## src/kpd_pkg.sv

```systemverilog
// package: register map, field positions and carrier types of the key pin interrupt block
package kpd_pkg;
  // ****************************************************************
  // widths
  // ****************************************************************
  localparam int unsigned PIN_COUNT  = 8;         // number of key input pins
  localparam int unsigned ADDR_WIDTH = 2;         // register address width
  localparam int unsigned DATA_WIDTH = 8;         // register data width

  // ****************************************************************
  // register offsets
  // ****************************************************************
  localparam logic [1:0] ADDR_STATUS_CONTROL = 2'h0;  // status and control
  localparam logic [1:0] ADDR_PIN_ENABLE     = 2'h1;  // pin enables
  localparam logic [1:0] ADDR_POLARITY       = 2'h2;  // polarity selects
  localparam logic [1:0] ADDR_IRQ_STATUS     = 2'h3;  // sticky event status, write one clears

  // ****************************************************************
  // status_control_reg field positions
  // ****************************************************************
  localparam int unsigned BIT_MODE   = 0;         // detect_mode_select
  localparam int unsigned BIT_IRQ_EN = 1;         // irq_enable
  localparam int unsigned BIT_ACK    = 2;         // flag_acknowledge
  localparam int unsigned BIT_FLAG   = 3;         // detect_flag

  // ****************************************************************
  // reset values
  // ****************************************************************
  localparam logic [7:0] RESET_BYTE = 8'h00;      // every register resets to zero

  // register bus request
  typedef struct packed {
    logic [ADDR_WIDTH-1:0] addr;                  // register address
    logic [DATA_WIDTH-1:0] wdata;                 // write data
    logic                  write_strobe;          // one-cycle write
    logic                  read_strobe;           // one-cycle read
  } kpd_bus_req_type;

  // decoded detector controls
  typedef struct packed {
    logic [PIN_COUNT-1:0] pin_enable_bits;        // per-pin enables
    logic [PIN_COUNT-1:0] polarity_select_bits;   // per-pin polarity
    logic                 detect_mode_select;     // 0 edge, 1 edge and level
    logic                 ack_strobe;             // one-cycle clear request
  } kpd_detect_ctrl_type;

  // detector results
  typedef struct packed {
    logic detect_flag;                            // shared detect flag
    logic edge_event;                             // one-cycle: valid edge seen
    logic any_asserted;                           // level: some enabled pin asserted
  } kpd_detect_stat_type;
endpackage

```

## src/kpd_sync.sv

```systemverilog
// two-flop synchroniser for the key input pins
`timescale 1ns/1ps
`default_nettype none
module kpd_sync
  import kpd_pkg::*;
(
  input  wire logic                 clk,          // bus clock
  input  wire logic                 reset,        // async reset, active high
  input  wire logic [PIN_COUNT-1:0] pins_async,   // raw pins
  output logic      [PIN_COUNT-1:0] pins_sync     // synchronised pins
);
  // ****************************************************************
  // state
  // ****************************************************************
  typedef struct packed {
    logic [PIN_COUNT-1:0] stage1;                 // first flop, read only by stage2
    logic [PIN_COUNT-1:0] stage2;                 // second flop
  } kpd_sync_state_type;

  kpd_sync_state_type state_reg;                  // registered state
  kpd_sync_state_type state_next;                 // next state

  // shift the pins through both stages
  always_comb begin
    state_next        = state_reg;
    state_next.stage1 = pins_async;
    state_next.stage2 = state_reg.stage1;
  end

  // register the state; pins idle high is not assumed, reset to zero
  always_ff @(posedge clk or posedge reset) begin
    if (reset) begin
      state_reg <= '0;
    end else begin
      state_reg <= state_next;
    end
  end

  assign pins_sync = state_reg.stage2;
endmodule
`default_nettype wire

```

## src/kpd_detect.sv

```systemverilog
// edge and level detector with the shared detect flag
`timescale 1ns/1ps
`default_nettype none
module kpd_detect
  import kpd_pkg::*;
(
  input  wire logic                 clk,          // bus clock
  input  wire logic                 reset,        // async reset, active high
  input  wire logic [PIN_COUNT-1:0] pins,         // synchronised pins
  input  var  kpd_detect_ctrl_type  ctrl,         // controls from registers
  output var kpd_detect_stat_type   stat          // flag and events
);
  // ****************************************************************
  // state
  // ****************************************************************
  typedef struct packed {
    logic [PIN_COUNT-1:0] prev;                   // previous asserted view
    logic                 armed;                  // edges may be recognised
    logic                 flag;                   // detect flag
  } kpd_det_state_type;

  kpd_det_state_type    state_reg;                // registered state
  kpd_det_state_type    state_next;               // next state
  logic [PIN_COUNT-1:0] asserted;                 // pins at asserted level, enabled only
  logic [PIN_COUNT-1:0] rise;                     // per-pin deasserted->asserted

  // per-pin asserted view: polarity 0 low, 1 high; disabled pins masked
  genvar g;
  generate
    for (g = 0; g < PIN_COUNT; g = g + 1) begin : g_pin
      assign asserted[g] = ctrl.pin_enable_bits[g] &
                           (pins[g] ~^ ctrl.polarity_select_bits[g]);
      // deasserted sample then asserted sample
      assign rise[g] = asserted[g] & ~state_reg.prev[g];
    end
  endgenerate

  // next-state: arming, flag set and clear
  always_comb begin
    logic any_on;
    logic edge_ok;
    any_on  = |asserted;
    edge_ok = state_reg.armed & (|rise);
    state_next      = state_reg;
    state_next.prev = asserted;
    // re-arm only once every enabled input is back at its deasserted level
    if (edge_ok) begin
      state_next.armed = 1'b0;
    end else if (!any_on) begin
      state_next.armed = 1'b1;
    end
    // clear first, then set so a coincident event wins
    if (ctrl.ack_strobe) begin
      if (!ctrl.detect_mode_select || !any_on) begin
        state_next.flag = 1'b0;
      end
    end
    if (edge_ok) begin
      state_next.flag = 1'b1;
    end else if (ctrl.detect_mode_select && any_on) begin
      state_next.flag = 1'b1;
    end
  end

  // register the state; armed after reset since nothing is enabled
  always_ff @(posedge clk or posedge reset) begin
    if (reset) begin
      state_reg <= '{prev: '0, armed: 1'b1, flag: 1'b0};
    end else begin
      state_reg <= state_next;
    end
  end

  // one driver for the whole result bundle
  assign stat = '{detect_flag:  state_reg.flag,
                  edge_event:   state_reg.armed & (|rise),
                  any_asserted: |asserted};

  // ****************************************************************
  // assertions
  // ****************************************************************
  a_edge_sets_flag: assert property (@(posedge clk) disable iff (reset)
    (state_reg.armed && |rise) |=> state_reg.flag)
    else $error("valid edge did not set detect flag");
  a_level_holds_flag: assert property (@(posedge clk) disable iff (reset)
    (ctrl.detect_mode_select && |asserted) |=> state_reg.flag)
    else $error("flag cleared while an enabled input is asserted");
  a_edge_ack_clears: assert property (@(posedge clk) disable iff (reset)
    (ctrl.ack_strobe && !ctrl.detect_mode_select && !(state_reg.armed && |rise))
    |=> !state_reg.flag)
    else $error("acknowledge did not clear flag in edge mode");
  a_disarm_after_edge: assert property (@(posedge clk) disable iff (reset)
    (state_reg.armed && |rise) |=> !state_reg.armed)
    else $error("detector stayed armed after an edge");
  a_flag_needs_cause: assert property (@(posedge clk) disable iff (reset)
    (!state_reg.flag && !(state_reg.armed && |rise)
     && !(ctrl.detect_mode_select && |asserted)) |=> !state_reg.flag)
    else $error("flag set without a cause");
  c_edge_event: cover property (@(posedge clk) disable iff (reset)
    state_reg.armed && |rise);
  c_level_blocks_ack: cover property (@(posedge clk) disable iff (reset)
    ctrl.ack_strobe && ctrl.detect_mode_select && |asserted);
endmodule
`default_nettype wire

```

## src/kpd_top.sv

```systemverilog
// key pin interrupt block: register port, interrupt status and detector
`timescale 1ns/1ps
`default_nettype none
module kpd_top
  import kpd_pkg::*;
(
  input  wire logic                  clk,          // bus clock, 40 MHz
  input  wire logic                  reset,        // async reset, active high
  input  wire logic [ADDR_WIDTH-1:0] addr,         // register address
  input  wire logic [DATA_WIDTH-1:0] wdata,        // write data
  input  wire logic                  write_strobe, // one-cycle write
  input  wire logic                  read_strobe,  // one-cycle read
  output logic      [DATA_WIDTH-1:0] rdata,        // read data, cycle after read
  input  wire logic [PIN_COUNT-1:0]  key_input_pins, // external key pins
  output logic                       irq_request,  // request to the core
  output logic                       event_irq     // status/mask event interrupt
);
  // ****************************************************************
  // state
  // ****************************************************************
  typedef struct packed {
    logic [PIN_COUNT-1:0] pin_enable;             // pin_enable_reg
    logic [PIN_COUNT-1:0] polarity;               // polarity_select_reg
    logic                 mode;                   // detect_mode_select
    logic                 irq_en;                 // irq_enable
    logic                 ack;                    // one-cycle flag_acknowledge
    logic [1:0]           ev_status;              // sticky: 0 flag rise, 1 edge seen
    logic [1:0]           ev_mask;                // event mask, same layout
    logic [DATA_WIDTH-1:0] rdata;                 // read data
  } kpd_top_state_type;

  localparam int unsigned EV_FLAG = 0;            // event bit: flag set
  localparam int unsigned EV_EDGE = 1;            // event bit: edge recognised

  kpd_top_state_type    state_reg;                // registered state
  kpd_top_state_type    state_next;               // next state
  kpd_bus_req_type      req;                      // bundled bus request
  logic [PIN_COUNT-1:0] pins_sync;                // synchronised pins
  kpd_detect_ctrl_type  dctrl;                    // detector controls
  kpd_detect_stat_type  dstat;                    // detector results
  logic                 flag_d;                   // flag one cycle ago

  assign req = '{addr: addr, wdata: wdata, write_strobe: write_strobe,
                 read_strobe: read_strobe};

  // status_control_reg read view; acknowledge reads zero
  function automatic logic [7:0] sc_view(input logic flag, input logic ien,
                                          input logic md);
    logic [7:0] v;
    v             = RESET_BYTE;
    v[BIT_FLAG]   = flag;
    v[BIT_IRQ_EN] = ien;
    v[BIT_MODE]   = md;
    return v;
  endfunction

  // ****************************************************************
  // pin synchroniser and detector
  // ****************************************************************
  kpd_sync kpd_sync_inst (
    .clk        (clk),
    .reset      (reset),
    .pins_async (key_input_pins),
    .pins_sync  (pins_sync)
  );

  assign dctrl = '{pin_enable_bits: state_reg.pin_enable,
                   polarity_select_bits: state_reg.polarity,
                   detect_mode_select: state_reg.mode,
                   ack_strobe: state_reg.ack};

  kpd_detect kpd_detect_inst (
    .clk   (clk),
    .reset (reset),
    .pins  (pins_sync),
    .ctrl  (dctrl),
    .stat  (dstat)
  );

  // ****************************************************************
  // register writes, reads and event status
  // ****************************************************************
  always_comb begin
    state_next       = state_reg;
    state_next.ack   = 1'b0;
    state_next.rdata = RESET_BYTE;
    if (req.write_strobe) begin
      case (req.addr)
        ADDR_STATUS_CONTROL: begin
          // flag bit position is ignored on write
          state_next.mode   = req.wdata[BIT_MODE];
          state_next.irq_en = req.wdata[BIT_IRQ_EN];
          state_next.ack    = req.wdata[BIT_ACK];
        end
        ADDR_PIN_ENABLE: begin
          // a newly enabled asserted pin may flag at once
          state_next.pin_enable = req.wdata;
        end
        ADDR_POLARITY: begin
          state_next.polarity = req.wdata;
        end
        ADDR_IRQ_STATUS: begin
          state_next.ev_status = state_reg.ev_status & ~req.wdata[1:0];
          state_next.ev_mask   = req.wdata[5:4];
        end
        default: begin
          state_next.ack = 1'b0;                  // unmapped: ignored
        end
      endcase
    end
    // events set after clear so they win
    if (dstat.detect_flag && !flag_d) begin
      state_next.ev_status[EV_FLAG] = 1'b1;
    end
    if (dstat.edge_event) begin
      state_next.ev_status[EV_EDGE] = 1'b1;
    end
    if (req.read_strobe) begin
      case (req.addr)
        ADDR_STATUS_CONTROL: begin
          state_next.rdata = sc_view(dstat.detect_flag, state_reg.irq_en, state_reg.mode);
        end
        ADDR_PIN_ENABLE: begin
          state_next.rdata = state_reg.pin_enable;
        end
        ADDR_POLARITY: begin
          state_next.rdata = state_reg.polarity;
        end
        ADDR_IRQ_STATUS: begin
          state_next.rdata = {2'h0, state_reg.ev_mask, 2'h0, state_reg.ev_status};
        end
        default: begin
          state_next.rdata = RESET_BYTE;
        end
      endcase
    end
  end

  // register the state
  always_ff @(posedge clk or posedge reset) begin
    if (reset) begin
      state_reg <= '0;
      flag_d    <= 1'b0;
    end else begin
      state_reg <= state_next;
      flag_d    <= dstat.detect_flag;
    end
  end

  assign rdata       = state_reg.rdata;
  assign irq_request = dstat.detect_flag & state_reg.irq_en;
  assign event_irq   = |(state_reg.ev_status & state_reg.ev_mask);

  // ****************************************************************
  // assertions
  // ****************************************************************
  a_irq_follows_flag: assert property (@(posedge clk) disable iff (reset)
    irq_request == (dstat.detect_flag && state_reg.irq_en))
    else $error("irq request does not follow flag and enable");
  a_ack_one_cycle: assert property (@(posedge clk) disable iff (reset)
    state_reg.ack |=> !state_reg.ack || $past(req.write_strobe))
    else $error("acknowledge strobe held longer than one cycle");
  a_ack_reads_zero: assert property (@(posedge clk) disable iff (reset)
    (req.read_strobe && req.addr == ADDR_STATUS_CONTROL) |=> !rdata[BIT_ACK])
    else $error("acknowledge bit read back as one");
  c_irq_raised: cover property (@(posedge clk) disable iff (reset) irq_request);
  c_event_irq: cover property (@(posedge clk) disable iff (reset) event_irq);
endmodule
`default_nettype wire

```

## config.mk

```make
export PLATFORM = sky130hd
export DESIGN_NAME = kpd_top
export DESIGN_NICKNAME = d
export VERILOG_FILES = /design/src/kpd_pkg.sv /design/src/kpd_sync.sv /design/src/kpd_detect.sv /design/src/kpd_top.sv
export SDC_FILE = /design/constraint.sdc
export NUM_CORES = 1
export LEC_CHECK = 0
export BUFFER_PORTS_ARGS = -buffer_cell sky130_fd_sc_hd__buf_4
export CAP_MARGIN = 20
export CORE_MARGIN = 2
export CORE_UTILIZATION = 25
export CTS_CLUSTER_SIZE = 16
export DETAILED_ROUTE_END_ITERATION = 7
export MAX_ROUTING_LAYER = met4
export PLACE_DENSITY_LB_ADDON = 0.1
export SYNTH_ARGS = -nofsm -noshare
export SYNTH_HDL_FRONTEND = slang
export SYNTH_HIERARCHICAL = 1
export SYNTH_SLANG_ARGS = --single-unit
```

## constraint.sdc

```tcl
create_clock -name clk -period 1.46 [get_ports clk]
set_input_delay 0.146 -clock clk [delete_from_list [all_inputs] [get_ports clk]]
set_output_delay 0.146 -clock clk [all_outputs]
set_load 0.1 [all_outputs]
```

==> impl_results.md, run 1 <==
- PD cells: around 1500 nW/um^2
- Mapped Area: 2360 sq um
- FF+latch count, synth: 58
- Reg-to-Reg Start: dctrl[9]
- Critical path data arrival time: 1620 ps
- Post-DR wirelength/cell: 16.0 microns
- Root buf cell: clkbuf_8
- Layout cell share with drive strength beyond 1: 39.8%
- Min-delay src: wdata[3]
- CP Launch Type: flop
- Mean Syn Cell Area: 14.0 sq um
- Die span in y: about 100 microns
- Synth Flop Type: dfrtp_1
- Synth cell types: 30
- Total CTS buffers: 9
- R2R Path End: kpd_detect_inst/stat[2]
- Initial core utilization: 25.6%
- Row cnt: 35
- Hold path depth: 2
- Final core utilization: ~33%
- Synth async-reset ratio: 100%
- Max H-tree Level: 3
- RSZ-0062 raised after global routing: yes
- First DRT Iteration DRCs: 64
- Final setup vio count: 0
- Clk slew on worst S/H paths: 70 ps
- Reg2reg path depth: 4
- Largest net degree at the start of global routing: 33
- Synth top area cells: dfrtp_1 (61%), mux2_2 (9.6%), xnor2_1 (3.0%), and2_1 (2.9%), buf_4 (2.9%)
- CP max-delay cell: dfrtp_1
- Area growth, synth to finish: 28.3%
- CP max FO: 3
- Most frequent cell after synthesis: dfrtp_1
- I/O Pins: 32
- Reg2reg setup slack: between 50 and 60 ps
- EDFF count, synth: 0
- Crit-path cells: xnor2_2, a32oi_2, a41oi_2, a221o_1
- CTS sink cnt: 58
- Tightest Pin Transition: 584 ps
- DRC Markers: 0
- Hold WC Path Type: in -> reg
- Nets: 233
- Die area: between 10000 and 15000 sq um
- Filler cells: 925
- Critical path's top delay family: compound AO/OA/AOI/OAI gates
- Max capacitance violation total: 0
- Antenna Cells: 0
- Vias in the first global route: roughly 1500
- Req. time, crit path: 1670 ps
- Core Area: just over 9000 sq um
- Post-synth top cells: dfrtp_1 (57), mux2_2 (20), and2_1 (11), inv_1 (11), buf_4 (9)
- Max FFs per register: 18
- Ys Warns: 6
- Max Fclk: ~0.71 GHz
- Worst Hold Endpoint: dctrl[5]
- WP buf/inv: 0
- First-pass GRT wire length: 8430 microns
- Seq/Total Area, Yosys: 61.6%
- Clock skew: 11.3 ps
- PortBufs: 31
- Final period util: 96.5%
- VDD IR max: 429 uV
- Final HPWL from detailed placement: around 3700 microns
- Crit path capture type: flop
- Aggregate global routing overflow: 0
- Bufs on Longest Clock Path: 2
- CTS tree: yes
- WS Path Type: reg -> reg
- Antenna Nets Post-Route: 0
- Synthesized Nets: 190
- Setup slack after layout: 50.7 ps
- Die Span X: 101 microns
- Initial antenna violation count: 0
- Routed WL: 5230 microns
- Slew Limit Fails: 0
- Crit-path max cell delay: 420 ps
- Worst-Skew Late Latency: 330 ps
- Tot GR Track Use: 11.7%
- Synth top area share: 60.5%
- Vias per std cell: 4.40
- Lkg Pwr: around 1.3 nW
- DP Worst Slack: ~29 ps
- Number of iterations in the first detailed-routing pass: 4
- GPL Wtd Cong: 0.778
- Status: complete, no violations
- Final Hold Vio Count: 0
- Via count: 1438
- Max-Slew Margin vs Limit: 61.0%
- Minimum clock period: 1410 ps
- Mapped Cells: ~170
- Largest area contributor in the netlist: dfrtp_1
-- worst max path at each step --
stage | start | end | slack (ps) | cells after the start
after floorplan | kpd_detect_inst/stat[2] | irq_request | 140 | 2
after global routing | dctrl[5] | kpd_detect_inst/stat[2] | -50 | 4
after detailed placement | dctrl[7] | kpd_detect_inst/stat[2] | 30 | 4
after CTS | dctrl[7] | kpd_detect_inst/stat[2] | 7 | 4
final | dctrl[9] | kpd_detect_inst/stat[2] | 50 | 4
after global placement | dctrl[7] | kpd_detect_inst/stat[2] | 60 | 4
-- layer usage --
metal | track usage, % | share of wire [%]
met1 | 15.0 | 47
met3 | 3.19 | 5.0
met2 | 16.8 | 47
met4 | 5.93 | 1.5
met5 | - | 0
-- repair_timing --
| item | in CTS | in global routing |
|---|---|---|
| hold buffers | 9 | 0 |
| resized for setup | 0 | 8 |
| setup endpoints to repair | 0 | 1 |
| setup buffers | 0 | 0 |
| hold endpoints to repair | 65 | 0 |
-- cell usage in the layout (no fill, tap or decap) --
cell type,count
xnor2_1,6
dfstp_2,1
nor2b_1,4
a22o_1,2
a21oi_1,5
and2_1,11
a21o_1,1
a41oi_2,1
clkinvlp_4,1
mux4_1,1
nand3b_1,6
dlygate4sd3_1,9
xnor2_2,2
o31ai_1,1
dfrtp_1,57
inv_1,11
a221o_1,1
nand3b_4,1
a32oi_2,4
buf_4,36
a22oi_2,1
mux4_2,1
mux2_2,20
bufinv_16,1
clkbuf_8,11
mux2i_1,4
nand3b_2,1
a22oi_1,3
nor3b_2,1
nand3_1,1
nand4b_1,1
nand4_1,4
and2_2,1
clkinv_2,3
a211oi_1,2
-- through the flow --
stage	power (mW)	setup TNS [ps]	instance area, sq um	hold WS [ps]	instances
final	4.68	0	3020	56.1	327
after detailed placement	3.14	0	2670	189	302
after global routing	4.93	-45.6	3020	42.8	327
after CTS	4.68	0	2970	39.8	327
after global placement	3.13	0	2670	205	302
after floorplan	2.85	0	2360	-14.5	168
-- cell type report --
| type | count | area (sq um) | share of cell area [%] |
|---|---|---|---|
| flip-flops and latches | 58 | 1450 | 48.0 |
| clock buffers | 11 | 151 | 5.01 |
| repair buffers | 45 | 360 | 11.9 |
| multi-input cells | 86 | 827 | 27.3 |
| well taps | 111 | 139 | 4.59 |
| inverters | 11 | 41.3 | 1.37 |
| clock inverters | 5 | 52.6 | 1.74 |
-- logic make-up after synthesis --
group / share of synthesized area, %
AOI/OAI and AO/OA: 6.63
xor gates and xnor gates: 2.97
buffers and inverters: 5.73
DFF: 61.6
muxes: 13.3
and+or+nand+nor: 9.71
-- power by group --
group | switching (mW) | leakage, nW | internal (mW)
sequential | 0.190 | 0.697 | 1.86
combinational | 0.677 | 0.543 | 0.466
clock | 0.618 | 0.105 | 0.872
Note: power is estimated with default switching activity, not from simulation.
==> run 2: changes to the inputs <==
- CORE_UTILIZATION: 25 -> 39
- SKIP_CTS_REPAIR_TIMING: not set -> 1
==> run 2 against run 1 <==
Critical endpoint unchanged. Combinational power up 4%. Setup slack got worse by 33 ps. Critical path type unchanged. Core utilization is 19 points higher. Clock-buffer cell count grew 3. Critical path depth is the same. Largest cell class unchanged.
==> impl_results.md, run 2 (synthesis results as in run 1) <==
- CTS sink cnt: 58 (unchanged)
- Clock skew: 4.21 ps (-7.06 ps)
- Worst-Skew Late Latency: 330 ps (about the same)
- Net Sw Frac: 31.1% (-0.65 points)
- Final HPWL from detailed placement: 3310 microns (-11%)
- Reg2reg setup slack: 20 ps (-30 ps)
- Multi-input logic area: 867 sq um (+4.8%)
- Hold WC Path Type: in -> reg
- Die area: 6680 sq um (-35%)
- Critical path's top delay family: compound AO/OA/AOI/OAI gates
- First DRT Iteration DRCs: 108 (+69%)
- Comb power frac: 25.3% (+0.9 points)
- Clk slew on worst S/H paths: 60 ps (about the same)
- Die span in y: 81.7 microns (-19%)
- Area growth, synth to finish: 28.4%
- Setup crit start: dctrl[4]
- Max FFs per register: 18 (unchanged)
- Req. time, crit path: 1670 ps (about the same)
- Number of cells on the critical path: 4 (unchanged)
- Crit path capture type: flop
- DRC Markers: 0 (unchanged)
- CP max-delay cell: dfrtp_1
- WS Path Type: reg -> reg
- Pint: 3.25 mW (+1.7%)
- Final setup vio count: 0 (unchanged)
- Minimum clock period: 1440 ps (+33.4 ps)
- Nets: 235 (+0.86%)
- Final non-filler cell total: 293 (-10%)
- Final period util: 98.8% (+2.3 points)
- Reg-to-Reg Start: dctrl[4]
- I/O Pins: 32 (unchanged)
- Max H-tree Level: 3 (unchanged)
- Tot GR Track Use: 16.8% (+5.2 points)
- RSZ-0062 raised after global routing: yes
- Lkg Pwr: 1.37 nW (+2.0%)
- CP Launch Type: flop
- Fin Setup TNS: 0 ps (unchanged)
- WP buf/inv: 0 (unchanged)
- Post-DR wirelength/cell: 16.6 microns (+3.8%)
- Filler cells: 507 (-45%)
- Max-Slew Margin vs Limit: 60.9% (-0.075 points)
- Net Sw Power: 1.46 mW (-1.4%)
- Max Fclk: 0.693 GHz (-2.3%)
- Vias in the first global route: 1423 (-6.7%)
- Layout cell share with drive strength beyond 1: 41.7% (+1.9 points)
- R2R Path End: kpd_detect_inst/stat[2]
- First-pass GRT wire length: 7750 microns (-8.1%)
- Routed WL: 4860 microns (-7.0%)
- Clock power share: 30.9% (-0.9 points)
- Max capacitance violation total: 0 (unchanged)
- Sequential power share: 43.8% (about the same)
- Root buf cell: clkbuf_8
- Via count: 1457 (+1.3%)
- Core Area: 5890 sq um (-36%)
- CTS tree: yes
- Vias per std cell: 4.97 (+13%)
- Crit-path max cell delay: 420 ps (about the same)
- DP Cell Count: 265 (-12%)
- Tightest Pin Transition: 585 ps (+1.13 ps)
- GPL Wtd Cong: 0.774 (-0.42%)
- Total CTS buffers: 9 (unchanged)
- Slew Limit Fails: 0 (unchanged)
- Bufs on Longest Clock Path: 2 (unchanged)
- PortBufs: 31 (unchanged)
- Antenna Nets Post-Route: 0 (unchanged)
- VDD IR max: 685 uV (+60%)
- Final core utilization: 51.4% (+19 points)
- Initial core utilization: 40.1% (+14 points)
- Most frequent cells in the layout: dfrtp_1 (57), buf_4 (38), mux2_2 (20)
- Aggregate global routing overflow: 0 (unchanged)
- Row cnt: 28 (-20%)
- Antenna Cells: 0 (unchanged)
- Largest net degree at the start of global routing: 33 (unchanged)
- Total power: 4.71 mW (+0.70%)
- Final Hold Vio Count: 0 (unchanged)
- Die Span X: 81.7 microns (-19%)
- Reg2reg path depth: 4 (unchanged)
- Register area: 1450 sq um (unchanged)
- Most common cell after layout, fill and taps aside: dfrtp_1
- Status: complete, no violations
- CP max FO: 3 (unchanged)
- Crit-path cells: xnor2_2, a32oi_2, a41oi_2, a221o_1
- CP endpoint: kpd_detect_inst/stat[2]
- Initial antenna violation count: 0 (unchanged)
- PD cells: 1560 nW/um^2 (+0.58%)
- Critical path data arrival time: 1650 ps (+30 ps)
- Number of iterations in the first detailed-routing pass: 4 (unchanged)
run 2: cell types whose count changed in the layout (fill, tap and decap cells not counted):
| cell | before | now |
|---|---|---|
| clkbuf_1 | 0 | 3 |
| buf_4 | 36 | 38 |
| xnor2_1 | 6 | 2 |
| a22oi_2 | 1 | 3 |
| a22oi_1 | 3 | 1 |
| clkinvlp_4 | 1 | 0 |
| clkinv_2 | 3 | 1 |
| xnor2_2 | 2 | 6 |
run 2: layout make-up:
class	instances	area share, %
inverter	11	1.36
clock buffer	14	5.37
tap	75	3.10
timing repair buffer	47	12.4
multi-input combinational	86	28.6
sequential	58	48.0
clock inverter	2	1.16
run 2: layer usage:
layer	vias up	part of all wire (%)	GRT usage [%]	wire [microns]
met2	36	47	23.0	2280
met3	9	5.1	3.63	246
met1	736	46	22.7	2230
met5	-	0	-	0
li1	676	-	-	-
met4	0	2.0	10.5	95
run 2: worst reg2reg max path: cells and delay by family, from the launching register on:
family	cells	cell delay, ps
AOI/OAI and AO/OA	3	740
DFF	1	420
xor gates and xnor gates	1	170
run 2: power groups by stage:
stage | clock [mW] | sequential, mW | combinational (mW)
after global placement | 0 | 2.06 | 1.02
after global routing | 1.58 | 2.10 | 1.27
after detailed placement | 0 | 2.07 | 1.04
after floorplan | 0 | 2.00 | 0.851
after CTS | 1.50 | 2.04 | 1.05
final | 1.46 | 2.07 | 1.19
run 2: worst min path at each step:
stage	from	endpoint	slack [ps]	cells past startpoint
5_1_grt	wdata[2]	dctrl[0]	30	2
3_3_place_gp	reset	kpd_detect_inst/state_reg[8]	170	2
4_1_cts	reset	kpd_detect_inst/state_reg[4]	-190	2
2_1_floorplan	reset	kpd_detect_inst/stat[2]	-10	1
6_report	wdata[2]	dctrl[0]	40	2
3_5_place_dp	reset	kpd_detect_inst/state_reg[8]	180	2
run 2: through the flow:
| stage | hold WS, ps | setup WS, ps | cell area (sq um) |
|---|---|---|---|
| after global placement | 172 | 75.0 | 2620 |
| after detailed placement | 180 | 5.77 | 2620 |
| final | 42.0 | 17.3 | 3030 |
| after CTS | -186 | -5.20 | 2820 |
| after floorplan | -14.5 | 136 | 2360 |
| after global routing | 34.8 | -63.4 | 3030 |
==> run 3: changes to the inputs <==
- CORE_ASPECT_RATIO: not set -> 0.7
==> run 3 against run 2 <==
The flow now finishes with violations (negative setup slack). Clock power fell by 17%. Cell count fell by 1.0%. Setup slack got worse by 24 ps. Sequential power barely moved. Maximum frequency fell by 1.6%. Die area rose by 0.14%. Flip-flop and latch count did not move. Via count rose by 1.2%.
==> impl_results.md, run 3 (synthesis results as in run 1) <==
- Pint: 2.97 mW (-8.5%)
- Layout cell share with drive strength beyond 1: 36.3% (-5.5 points)
- Max Fclk: 0.682 GHz (-1.6%)
- VDD IR max: 662 uV (-3.4%)
- Lkg Pwr: 1.31 nW (-4.3%)
- Total CTS buffers: 9 (unchanged)
- Reg2reg path depth: 4 (unchanged)
- First DRT Iteration DRCs: 54 (-50%)
- Filler cells: 500 (-1.4%)
- Aggregate global routing overflow: 0 (unchanged)
- GPL Wtd Cong: 0.795 (+2.6%)
- Clock power share: 27.4% (-3.5 points)
- Most common cell after layout, fill and taps aside: dfrtp_1
- CTS tree: yes
- Multi-input logic area: 807 sq um (-6.9%)
- Routed WL: 4950 microns (+1.9%)
- Max-Slew Margin vs Limit: 60.8% (-0.17 points)
- Max H-tree Level: 3 (unchanged)
- Worst-Skew Late Latency: 330 ps (about the same)
- I/O Pins: 32 (unchanged)
- Hold WC Path Type: in -> reg
- Sequential power share: 46.6% (+2.8 points)
- Status: finished with violations
- Vias in the first global route: 1523 (+7.0%)
- Critical path data arrival time: 1690 ps (+40 ps)
- Hold path depth: 2 (unchanged)
- PortBufs: 31 (unchanged)
- Reg-to-Reg Start: dctrl[9]
- Nets: 234 (-0.43%)
- Tot GR Track Use: 16.6% (-0.28 points)
- Initial antenna violation count: 0 (unchanged)
- Worst hold margin: 58.1 ps (+16.1 ps)
- Register area: 1450 sq um (unchanged)
- Initial core utilization: 40.8% (+0.70 points)
- Worst Hold Endpoint: dctrl[0]
- Area growth, synth to finish: 23.7%
- Clk slew on worst S/H paths: 60 ps (about the same)
- DRC Markers: 0 (unchanged)
- DP Cell Count: 265 (unchanged)
- Max capacitance violation total: 0 (unchanged)
- Final setup vio count: 1 (+1)
- Bufs on Longest Clock Path: 2 (unchanged)
- Req. time, crit path: 1680 ps (about the same)
- Antenna Cells: 0 (unchanged)
- Final Hold Vio Count: 0 (unchanged)
- Die Span X: 96.9 microns (+19%)
- Minimum clock period: 1470 ps (+23.6 ps)
- First-pass GRT wire length: 8010 microns (+3.4%)
- Core Area: 5780 sq um (-1.7%)
- Via count: 1474 (+1.2%)
- Antenna Nets Post-Route: 0 (unchanged)
- PD cells: 1510 nW/um^2 (-3.1%)
- Net Sw Power: 1.42 mW (-2.7%)
- Net Sw Frac: 32.4% (+1.3 points)
- Max FFs per register: 18 (unchanged)
- Final period util: 100% (+1.6 points)
- Crit path capture type: flop
- Violated checks: negative setup slack
- Die area: 6690 sq um (+0.14%)
- CP max FO: 3 (unchanged)
- Row cnt: 23 (-18%)
- Largest net degree at the start of global routing: 33 (unchanged)
- Comb power frac: 26.0% (+0.7 points)
- CP Launch Type: flop
- Die span in y: 69.0 microns (-16%)
- R2R Path End: kpd_detect_inst/stat[2]
- CTS sink cnt: 58 (unchanged)
- Min-delay src: wdata[2]
- Clock skew: 6.82 ps (+2.61 ps)
- Most frequent cells in the layout: dfrtp_1 (57), buf_4 (37), mux2_2 (20)
- Reg2reg setup slack: -6 ps (-20 ps)
- Final HPWL from detailed placement: 3400 microns (+2.9%)
- Setup slack after layout: -6.29 ps (-23.6 ps)
- Root buf cell: clkbuf_8
- Final non-filler cell total: 290 (-1.0%)
- Number of iterations in the first detailed-routing pass: 4 (unchanged)
- Post-DR wirelength/cell: 17.1 microns (+2.9%)
- Tightest Pin Transition: 588 ps (+2.53 ps)
- Slew Limit Fails: 0 (unchanged)
- WS Path Type: reg -> reg
- Vias per std cell: 5.08 (+2.2%)
==> run 3: cell types whose count changed in the layout (fill, tap and decap cells not counted) <==
| cell | before | now |
|---|---|---|
| a22oi_2 | 3 | 0 |
| buf_4 | 38 | 37 |
| a32oi_1 | 0 | 1 |
| clkbuf_8 | 11 | 10 |
| xnor2_2 | 6 | 1 |
| bufinv_16 | 1 | 0 |
| clkbuf_1 | 3 | 4 |
| a22oi_1 | 1 | 4 |
| clkinv_2 | 1 | 0 |
| xnor2_1 | 2 | 7 |
| a32oi_2 | 4 | 3 |
==> run 3: final cells by class <==
type / count / share of cell area (%)
sequential: 58 / 49.8
inverter: 11 / 1.42
timing repair buffer: 46 / 12.6
tap: 75 / 3.22
clock buffer: 14 / 5.24
multi-input combinational: 86 / 27.7
==> run 3: per-stage QoR <==
step           area, sq um  setup TNS, ps  util (%)  setup WS [ps]  total power, mW
3_3_place_gp          2620              0      45.3           58.7             3.10
5_1_grt               2920          -43.7      50.4          -43.7             4.62
3_5_place_dp          2620              0      45.3           33.6             3.12
2_1_floorplan         2360              0         -            136             2.85
6_report              2920          -6.29      50.4          -6.29             4.40
4_1_cts               2770              0      47.9           13.5             4.35
==> run 3: worst max-delay path by stage <==
stage	from	end	slack, ps	cells after the start
3_3_place_gp	dctrl[4]	kpd_detect_inst/stat[2]	60	4
3_5_place_dp	dctrl[8]	kpd_detect_inst/stat[2]	30	4
4_1_cts	dctrl[8]	kpd_detect_inst/stat[2]	10	4
5_1_grt	dctrl[9]	kpd_detect_inst/stat[2]	-40	4
2_1_floorplan	kpd_detect_inst/stat[2]	irq_request	140	2
6_report	dctrl[9]	kpd_detect_inst/stat[2]	-6	4
==> run 3: layer usage <==
metal	vias to the layer above	wire, microns	global-route usage (%)
li1	665	-	-
met3	7	285	6.59
met2	32	2360	24.2
met4	0	89	6.89
met1	770	2220	20.6
met5	-	0	-
==> run 3: power by group through the flow <==
stage,sequential (mW),clock [mW],combinational (mW)
6_report,2.05,1.21,1.14
5_1_grt,2.08,1.32,1.22
4_1_cts,2.04,1.25,1.06
3_5_place_dp,2.07,0,1.05
3_3_place_gp,2.06,0,1.04
2_1_floorplan,2.00,0,0.851
==> run 3: worst max-delay path, stage by stage (launching register included) <==
cell     delay, ps
dfrtp_1        400
xnor2_1        160
a32oi_1        320
a41oi_2        190
a221o_1        280
